## config.mk

```make
export PLATFORM = sky130hd
export DESIGN_NAME = watchdog_write_sync
export DESIGN_NICKNAME = d
export VERILOG_FILES = /design/src/sync_2ff.v /design/src/watchdog_write_sync.v
export VERILOG_INCLUDE_DIRS = /design/src /design/src/src
export SDC_FILE = /design/constraint.sdc
export NUM_CORES = 1
export LEC_CHECK = 0
export BUFFER_PORTS_ARGS = -buffer_cell sky130_fd_sc_hd__buf_2
export CORE_ASPECT_RATIO = 1.4
export CORE_MARGIN = 3
export CORE_UTILIZATION = 30
export CTS_CLUSTER_SIZE = 8
export DETAILED_ROUTE_END_ITERATION = 12
export GPL_ROUTABILITY_DRIVEN = 0
export GPL_TIMING_DRIVEN = 0
export PLACE_DENSITY = 0.54
export SYNTH_ARGS = -nofsm -noshare
export SYNTH_HDL_FRONTEND = slang
export SYNTH_SLANG_ARGS = --single-unit
```

## constraint.sdc

```tcl
create_clock -name i_clk -period 2.6 [get_ports i_clk]
set_clock_uncertainty 0.1 [all_clocks]
set_input_delay 0.39 -clock i_clk [delete_from_list [all_inputs] [get_ports i_clk]]
set_output_delay 0.39 -clock i_clk [all_outputs]
set_load 0.005 [all_outputs]
```

## src/watchdog_write_sync_defs.vh

```
// Constants shared by the watchdog write synchroniser.
`ifndef WATCHDOG_WRITE_SYNC_DEFS_VH
`define WATCHDOG_WRITE_SYNC_DEFS_VH

// Fast clock and slow clock limits, in kHz.
`define FAST_CLK_KHZ 10000
`define XTAL_CLK_KHZ 32
`define SLOW_CLK_MAX_KHZ 100

// Prescaler divide count, so the derived slow clock never passes the limit.
`define PRESCALE_DIV (`FAST_CLK_KHZ / `SLOW_CLK_MAX_KHZ)
`define PRESCALE_W 8
`define PRESCALE_RELOAD 8'h63

// Write targets.
`define WR_SEL_CONFIG 1'b0
`define WR_SEL_MATCH 1'b1

// Configuration register fields and reset value.
`define CFG_W 8
`define CFG_SRC_BIT 0
`define CFG_RELOAD_LSB 4
`define CFG_RELOAD_MSB 7
`define CFG_RESET 8'h10

// Watchdog counter width, reset value and service key.
`define WD_W 8
`define WD_RELOAD 8'hFF
`define SERVICE_KEY 8'h5C

// Longest allowed write-to-effect delay, in watchdog counter clocks.
`define SYNC_MAX_COUNTER_CLKS 4

`endif

```

## src/sync_2ff.v

```verilog
// Two flip-flop synchroniser for levels coming from outside the clock domain.
`timescale 1ns/1ps
module sync_2ff
#(
   parameter W = 1
)
(
   // Clock and reset
   input wire i_clk,
   input wire i_reset_n,
   // Data
   input wire [W-1:0] i_async,
   output wire [W-1:0] o_sync
);

   reg [W-1:0] meta_reg;
   reg [W-1:0] sync_reg;

   always @(posedge i_clk or negedge i_reset_n)
   begin
      if (!i_reset_n)
      begin
         meta_reg <= {W{1'b0}};
         sync_reg <= {W{1'b0}};
      end
      else
      begin
         meta_reg <= i_async;
         sync_reg <= meta_reg;
      end
   end

   assign o_sync = sync_reg;

endmodule

```

## src/watchdog_write_sync.v

```verilog
// Watchdog unit with fast-clock register writes synchronised to slow ticks.
`timescale 1ns/1ps
`include "watchdog_write_sync_defs.vh"

module watchdog_write_sync
(
   // Clock and reset
   input wire i_clk,
   input wire i_reset_n,
   // Slow clock sources
   input wire i_xtal_clk,
   input wire i_clk_sel,
   // Processor write port
   input wire i_wr_en,
   input wire i_wr_sel,
   input wire [7:0] i_wr_data,
   output wire o_wr_ready,
   output reg o_wr_done,
   // Watchdog state
   output reg o_slow_tick,
   output reg o_counter_clk,
   output reg [`CFG_W-1:0] o_config,
   output reg [`WD_W-1:0] o_wd_count,
   output reg o_wd_expired
);

   wire xtal_sync;
   reg xtal_prev_reg;
   reg [`PRESCALE_W-1:0] div_reg;
   reg [`PRESCALE_W-1:0] div_next;
   reg div_tick;
   wire xtal_tick;
   wire slow_tick;
   reg [3:0] timer_reg;
   reg [3:0] timer_next;
   reg timer_underflow;
   wire counter_clk;
   reg pend_reg;
   reg sel_hold_reg;
   reg [7:0] data_hold_reg;
   reg [`WD_W-1:0] wd_next;
   reg expired_next;
   wire apply_write;
   reg pend_next;
   reg sel_hold_next;
   reg [7:0] data_hold_next;

   // The crystal input comes from a pin, so it is synchronised first.
   sync_2ff #(.W(1)) u_xtal_sync
   (
      .i_clk(i_clk),
      .i_reset_n(i_reset_n),
      .i_async(i_xtal_clk),
      .o_sync(xtal_sync)
   );

   assign xtal_tick = xtal_sync & ~xtal_prev_reg;

   // The slow tick is a one-cycle enable, not a clock, which keeps one domain.
   always @*
   begin
      div_tick = (div_reg == 8'h00);
      if (div_tick)
      begin
         div_next = `PRESCALE_RELOAD;
      end
      else
      begin
         div_next = div_reg - 8'h01;
      end
   end

   assign slow_tick = i_clk_sel ? xtal_tick : div_tick;

   // The prescale timer counts slow ticks and reloads from the configuration.
   always @*
   begin
      timer_next = timer_reg;
      timer_underflow = 1'b0;
      if (slow_tick)
      begin
         if (timer_reg == 4'h0)
         begin
            timer_underflow = 1'b1;
            timer_next = o_config[`CFG_RELOAD_MSB:`CFG_RELOAD_LSB];
         end
         else
         begin
            timer_next = timer_reg - 4'h1;
         end
      end
   end

   assign counter_clk = o_config[`CFG_SRC_BIT] ? timer_underflow : slow_tick;

   // A held write is applied on the first slow tick after it was taken.
   // That is at most one counter clock later, well inside the limit of four.
   assign apply_write = pend_reg & slow_tick;

   // A second write is refused while one is pending, and is lost unless the writer holds it until ready.
   assign o_wr_ready = ~pend_reg;

   // Watchdog counter: a service with the right key reloads it; a wrong key
   // or a counter clock at zero sets the expired flag, which stays until reset.
   always @*
   begin
      wd_next = o_wd_count;
      expired_next = o_wd_expired;
      if (apply_write && (sel_hold_reg == `WR_SEL_MATCH))
      begin
         if (data_hold_reg == `SERVICE_KEY)
         begin
            wd_next = `WD_RELOAD;
         end
         else
         begin
            expired_next = 1'b1;
         end
      end
      else if (counter_clk && !o_wd_expired)
      begin
         if (o_wd_count == 8'h00)
         begin
            expired_next = 1'b1;
         end
         else
         begin
            wd_next = o_wd_count - 8'h01;
         end
      end
   end

   // Slow tick and counter clock state.
   // Both pulses leave through flip-flops, one cycle after the internal enables.
   always @(posedge i_clk or negedge i_reset_n)
   begin
      if (!i_reset_n)
      begin
         xtal_prev_reg <= 1'b0;
         div_reg <= 8'h00;
         timer_reg <= 4'h0;
         o_slow_tick <= 1'b0;
         o_counter_clk <= 1'b0;
      end
      else
      begin
         xtal_prev_reg <= xtal_sync;
         div_reg <= div_next;
         timer_reg <= timer_next;
         o_slow_tick <= slow_tick;
         o_counter_clk <= counter_clk;
      end
   end

   // The written value stays put until the slow side has used it.
   // A write that meets a busy port is dropped, so the writer must watch ready.
   always @*
   begin
      pend_next = pend_reg;
      sel_hold_next = sel_hold_reg;
      data_hold_next = data_hold_reg;
      if (i_wr_en && !pend_reg)
      begin
         pend_next = 1'b1;
         sel_hold_next = i_wr_sel;
         data_hold_next = i_wr_data;
      end
      else if (apply_write)
      begin
         pend_next = 1'b0;
      end
   end

   always @(posedge i_clk or negedge i_reset_n)
   begin
      if (!i_reset_n)
      begin
         pend_reg <= 1'b0;
         sel_hold_reg <= 1'b0;
         data_hold_reg <= 8'h00;
         o_wr_done <= 1'b0;
      end
      else
      begin
         pend_reg <= pend_next;
         sel_hold_reg <= sel_hold_next;
         data_hold_reg <= data_hold_next;
         o_wr_done <= apply_write;
      end
   end

   // Configuration and watchdog state.
   always @(posedge i_clk or negedge i_reset_n)
   begin
      if (!i_reset_n)
      begin
         o_config <= `CFG_RESET;
         o_wd_count <= `WD_RELOAD;
         o_wd_expired <= 1'b0;
      end
      else
      begin
         o_wd_count <= wd_next;
         o_wd_expired <= expired_next;
         if (apply_write && (sel_hold_reg == `WR_SEL_CONFIG))
         begin
            o_config <= data_hold_reg;
         end
      end
   end

endmodule

```

==> impl_metrics.env, run 1 <==
export IMPL_status="completed"
export IMPL_intPower_mw=1.547
export IMPL_area_delta_synth_final_pct=18.46
export IMPL_die_w_um=76.73
export IMPL_period_share_pct=95.12
export IMPL_ioPinCount=35
export IMPL_post_drt_wl_per_cell_um=13.14
export IMPL_numPortBuffers=34
export IMPL_worst_pin_slew_ns=0.9810
export IMPL_ant_nets=0
export IMPL_gr_total_overflow=0
export IMPL_synth_largest_area_cell="dfrtp_1"
export IMPL_drive_above_1_share_pct=35.27
export IMPL_start_util_pct=31.35
export IMPL_synth_nets=202
export IMPL_final_util_pct=37.14
export IMPL_ys_top_cells_by_area="dfrtp_1 43%, dfstp_2 11%, mux2_4 5.7%, mux2_2 4.8%, ha_1 3.0%"
export IMPL_clockRootBuffer="clkbuf_8"
export IMPL_hold_class="primary input to flip-flop"
export IMPL_die_area_mm2=0.008057
export IMPL_totalWireLength_um=4152
export IMPL_cts_clk_slew_worst_paths_ns=0.08
export IMPL_vdd_drop_max_v=0.0004227
export IMPL_rows=35
export IMPL_cts_max_level=2
export IMPL_power_leakage_nw=1.139
export IMPL_drtIter0Drc=78
export IMPL_postCtsSetupBuffers=0
export IMPL_ys_seq_area_share_pct=54.14
export IMPL_remaining_drc_errors=0
export IMPL_setup_violations=0
export IMPL_fp_coreArea_mm2=0.006700
export IMPL_synth_edff_count=0
export IMPL_dr_total_vias=1505
export IMPL_maxSlewHeadroom_pct=34.60
export IMPL_combPwrFrac_pct=28.4
export IMPL_cp_required_ns=2.68
export IMPL_worst_setup_path_end_kind="flip-flop"
export IMPL_syn_avg_cell_area_um2=11.48
export IMPL_n_antenna_cell=0
export IMPL_p_sw_share_pct=32.67
export IMPL_antenna_found_initial=0
export IMPL_maxCapViolations=0
export IMPL_synth_top_cell_area_share_pct=42.88
export IMPL_seqPwrFrac_pct=53.2
export IMPL_ys_ff_latch=45
export IMPL_holdWs_ns=0.09412
export IMPL_start_kind="flip-flop"
export IMPL_crit_path_max_fanout=10
export IMPL_synth_area_mm2=0.002101
export IMPL_dpl_hpwl_um=3055
export IMPL_period_needed_ns=2.473
export IMPL_cts_tree="done"
export IMPL_die_y_um=105.0
export IMPL_worstPathArrival_ns=2.55
export IMPL_cts_buffers=5
export IMPL_yosysWarnings=0
export IMPL_clock_latency_ns=0.30
export IMPL_grt_max_degree=46
export IMPL_pwr_share_clk_pct=18.3
export IMPL_grt_use_total_pct=11.00
export IMPL_postSynthCellCount=183
export IMPL_clk_path_buf_depth=2
export IMPL_final_hold_viol_count=0
export IMPL_p_switching_uw=750.6
export IMPL_final_nets=242
export IMPL_slew_viol_final=0
export IMPL_worstSetupPathType="flip-flop to flip-flop"
export IMPL_drtPass1Iterations=4
export IMPL_grt_pass1_wl_um=7031
export IMPL_max_freq_ghz=0.4043
export IMPL_grt_pass1_vias=1507
export IMPL_async_flop_share_pct=100.0
export IMPL_synth_ff_type="dfrtp_1"
export IMPL_vias_per_cell=4.763
export IMPL_cts_sinks=45
export IMPL_synth_cell_types=43
export IMPL_power_density_mw_per_mm2=923.2
export IMPL_setup_tns_ns=0
export IMPL_rsz0062_at_grt="no"
## placed cells by master, fill, tap and decap left out, types with 4 or more instances in the layout
| cell type | instances |
|---|---|
| mux2_4 | 8 |
| dfstp_2 | 9 |
| dfrtp_1 | 36 |
| buf_2 | 36 |
| inv_1 | 9 |
| clkbuf_8 | 5 |
| mux2_2 | 9 |
| or3_1 | 4 |
| o21ai_0 | 8 |
| ha_1 | 4 |
| a211o_1 | 4 |
| a21oi_1 | 9 |
| nand2_1 | 9 |
| nor3_1 | 6 |
| nand3_1 | 4 |
| nor2_1 | 13 |
## area by class of cell
type,count,area [um^2]
flip-flops and latches,45,1137
well taps,92,115.1
multi-input cells,122,909.6
fillers,676,4212
plain buffers,5,36.28
clock inverters,2,10.01
clock buffers,6,72.57
inverters,10,37.54
repair buffers,34,170.2
## metrics by stage
stage,worst slack [ns],instances,power (mW),cell area (um^2)
2_1_floorplan,0.2285,183,1.607,2101
3_3_place_gp,0.07975,309,1.870,2386
3_5_place_dp,0.06133,309,1.898,2386
4_1_cts,0.03123,317,2.325,2469
5_1_grt,0.006799,316,2.477,2489
6_report,0.1269,316,2.298,2489
## worst max-delay path, stage by stage, from the launching register on
cell and delay (ns):
dfrtp_1 0.41, inv_1 0.07, ha_2 0.18, or3b_4 0.38, o31a_1 0.27, buf_6 0.16, or3_1 0.32, buf_6 0.16
mux2_4 0.29
## per-layer routing
layer  vias up  part of all wire, %  GRT usage (%)
met5         -                    0              0
met4         0                  2.0          5.052
met3         6                  4.0          3.017
met2        27                   51          18.58
met1       738                   43          12.82
li1        734                    -              -
## timing repair
item / CTS / global route
hold buffers: 0 / 0
setup endpoints to repair: 0 / 16
gates resized for setup: 0 / 5
## power by group through the flow
stage                     sequential, mW  clock [mW]  combinational (mW)
after floorplan                     1.19           0               0.420
after CTS                           1.22       0.440               0.661
after detailed placement            1.24           0               0.661
after global placement              1.23           0               0.638
final                               1.22       0.421               0.654
after global routing                1.28       0.466               0.733
## synth_stat cells, types with 3 or more instances
| cell | number |
|---|---|
| nand4_1 | 3 |
| xnor2_1 | 3 |
| o21ai_0 | 8 |
| mux2_4 | 8 |
| a21oi_1 | 9 |
| dfstp_2 | 9 |
| mux2_2 | 9 |
| dfrtp_1 | 36 |
| or3_1 | 4 |
| nand2_1 | 9 |
| ha_1 | 5 |
| nor2_1 | 13 |
| nor3b_1 | 3 |
| nor3_1 | 7 |
| and3_1 | 3 |
| or4_1 | 3 |
| inv_1 | 9 |
| nor2b_1 | 3 |
| nor4_1 | 3 |
| a211o_1 | 4 |
| nand3_1 | 4 |
## final timing paths
check / startpoint / to / slack [ns] / cells past startpoint
setup / recovery: div_reg[0] / o_config[7] / 0.13 / 8
hold / removal: i_xtal_clk / u_xtal_sync.meta_reg / 0.09 / 1
setup reg to reg: div_reg[0] / o_config[7] / 0.13 / 8
min in group asynchronous: i_reset_n / o_wr_done / 0.14 / 1
max in group asynchronous: i_reset_n / data_hold_reg[3] / 1.64 / 1
hold reg to reg: u_xtal_sync.meta_reg / u_xtal_sync.o_sync / 0.26 / 0
## cells by family after synthesis
kind of cell	count (synthesis)	synth area share (%)
AO/OA/AOI/OAI	31	9.529
XOR/XNOR	3	1.251
adder cells (fa/ha/maj)	5	2.978
buffers and inverters	16	3.692
flip-flops	45	54.14
multiplexers	17	10.54
AND/OR/NAND/NOR	66	17.87
Note: power is estimated with default switching activity, not from simulation.
==> run 2: changes to the inputs <==
- CORE_MARGIN: 3 -> 1
==> run 2 against run 1 <==
Effect of this change:
- clock power is 1% lower
- worst hold slack better by 0.0073 ns
- sequential power is essentially flat
- flip-flop and latch count is the same
- setup slack got worse by 0.013 ns
- wire length grew 1.0%
- register-to-register slack about the same
- design area rose by 0.10%
- critical path depth unchanged
- sequential share of layout area about the same
- fmax is 0.52% lower
- highest routed layer unchanged
==> impl_metrics.env, run 2 (same netlist as run 1, synthesis figures left out) <==
export IMPL_status="completed"
export IMPL_start_kind="flip-flop"
export IMPL_place_area_mm2=0.002386
export IMPL_r2r_slack_ns=0.11
export IMPL_drtPass1Iterations=4
export IMPL_worst_setup_path_end_kind="flip-flop"
export IMPL_clk_path_buf_depth=2
export IMPL_worstPathArrival_ns=2.56
export IMPL_power_density_mw_per_mm2=922.9
export IMPL_cts_clk_slew_worst_paths_ns=0.08
export IMPL_stdcell_count=316
export IMPL_layout_common_cells="36 x dfrtp_1, 35 x buf_2, 13 x nor2_1"
export IMPL_hp_start="i_xtal_clk"
export IMPL_min_to="u_xtal_sync.meta_reg"
export IMPL_final_common_cell="dfrtp_1"
export IMPL_cp_required_ns=2.68
export IMPL_slowest_stage="dfrtp_1"
export IMPL_reg2regPathDepth=8
export IMPL_placed_cells=309
export IMPL_vias_per_cell=4.823
export IMPL_setup_tns_ns=0
export IMPL_worst_slack_ns=0.1139
export IMPL_rows=35
export IMPL_die_y_um=101.0
export IMPL_clockRootBuffer="clkbuf_8"
export IMPL_maxCapViolations=0
export IMPL_n_antenna_cell=0
export IMPL_period_needed_ns=2.486
export IMPL_cts_tree="done"
export IMPL_area_delta_synth_final_pct=18.58
export IMPL_post_drt_wl_per_cell_um=13.27
export IMPL_fp_coreArea_mm2=0.006656
export IMPL_final_nets=242
export IMPL_power_leakage_nw=1.134
export IMPL_min_path_cells=1
export IMPL_post_cts_resized=0
export IMPL_crit_path_max_fanout=10
export IMPL_antenna_found_initial=0
export IMPL_grt_pass1_wl_um=7100
export IMPL_totalWireLength_um=4194
export IMPL_slew_viol_final=0
export IMPL_setup_violations=0
export IMPL_seqCellArea_mm2=0.001137
export IMPL_multiInputGateArea_um2=912.1
export IMPL_crit_reg2reg_launch="div_reg[0]"
export IMPL_worst_pin_slew_ns=1.008
export IMPL_worstSetupPathType="flip-flop to flip-flop"
export IMPL_numPortBuffers=34
export IMPL_maxSlewHeadroom_pct=32.77
export IMPL_rsz0062_at_grt="no"
export IMPL_place_ws_ns=0.06346
export IMPL_critPathMostFrequentCell="buf_6"
export IMPL_remaining_drc_errors=0
export IMPL_dr_total_vias=1524
export IMPL_start_util_pct=31.56
export IMPL_cts_buffers=5
export IMPL_die_area_mm2=0.007346
export IMPL_clock_latency_ns=0.29
export IMPL_dpl_hpwl_um=2993
export IMPL_r2r_end="o_config[3]"
export IMPL_hold_class="primary input to flip-flop"
export IMPL_crit_chain="inv_1 -> ha_2 -> or3b_4 -> o31a_1 -> buf_6 -> or3_1 -> buf_6 -> mux2_4"
export IMPL_ioPinCount=35
export IMPL_grt_max_degree=46
export IMPL_final_hold_viol_count=0
export IMPL_vdd_drop_max_v=0.0004913
export IMPL_cts_max_level=2
export IMPL_grt_pass1_vias=1514
export IMPL_max_freq_ghz=0.4022
export IMPL_ant_nets=0
export IMPL_drive_above_1_share_pct=34.82
export IMPL_period_share_pct=95.62
export IMPL_cp_slowest_stage_delay_ns=0.41
export IMPL_gr_total_overflow=0
export IMPL_cts_sinks=45
export IMPL_final_area_mm2=0.002491
export IMPL_cts_hold_fix_buffers=0
export IMPL_die_w_um=72.73
export IMPL_nFillCells=719
export IMPL_grt_use_total_pct=12.64
export IMPL_final_util_pct=37.42
export IMPL_postCtsSetupBuffers=0
export IMPL_drtIter0Drc=30
## run 2: worst max-delay path by stage
stage	start	depth (start not counted)	slack (ns)	to
floorplan	div_reg[0]	8	0.23	o_config[0]
global placement	div_reg[0]	8	0.08	o_config[5]
detailed placement	timer_reg[0]	8	0.06	o_wd_count[6]
CTS	timer_reg[0]	8	0.05	o_wd_count[6]
global route	div_reg[0]	8	0.03	o_config[2]
finish	div_reg[0]	8	0.11	o_config[3]
## run 2: routing by layer
metal | wire length (um) | global-route usage (%) | vias to the layer above
met5 | 0 | 0 | -
met2 | 2287 | 22.21 | 34
met4 | 78 | 6.335 | 0
met3 | 151 | 2.000 | 4
li1 | - | - | 731
met1 | 1677 | 14.71 | 755
## run 2: cell type report
cell class	instances	share of cell area, %
timing repair buffer	34	6.831
tap	92	4.621
inverter	10	1.507
buffer	5	1.557
multi-input combinational	122	36.61
sequential	45	45.66
clock buffer	8	3.214
## run 2: critical path: cells and delay by family (launching register included)
kind	cells	cell delay, ns
simple gates	2	0.71
fa+ha+maj	1	0.18
flops	1	0.41
buf+inv	3	0.39
compound gates	1	0.28
mux	1	0.30
## run 2: metrics by stage
step           hold slack, ns  power (mW)
2_1_floorplan       -0.005591       1.607
3_3_place_gp           0.2320       1.873
3_5_place_dp           0.2363       1.897
4_1_cts               0.09258       2.323
5_1_grt               0.09300       2.459
6_report               0.1014       2.299
## run 2: where the power goes
group / internal, mW / leakage (nW) / total [mW] / switching (mW)
Combinational: 0.375 / 0.576 / 0.654 / 0.279
Clock: 0.191 / 0.0395 / 0.417 / 0.226
Sequential: 0.986 / 0.518 / 1.23 / 0.241
Total: 1.55 / 1.13 / 2.30 / 0.746
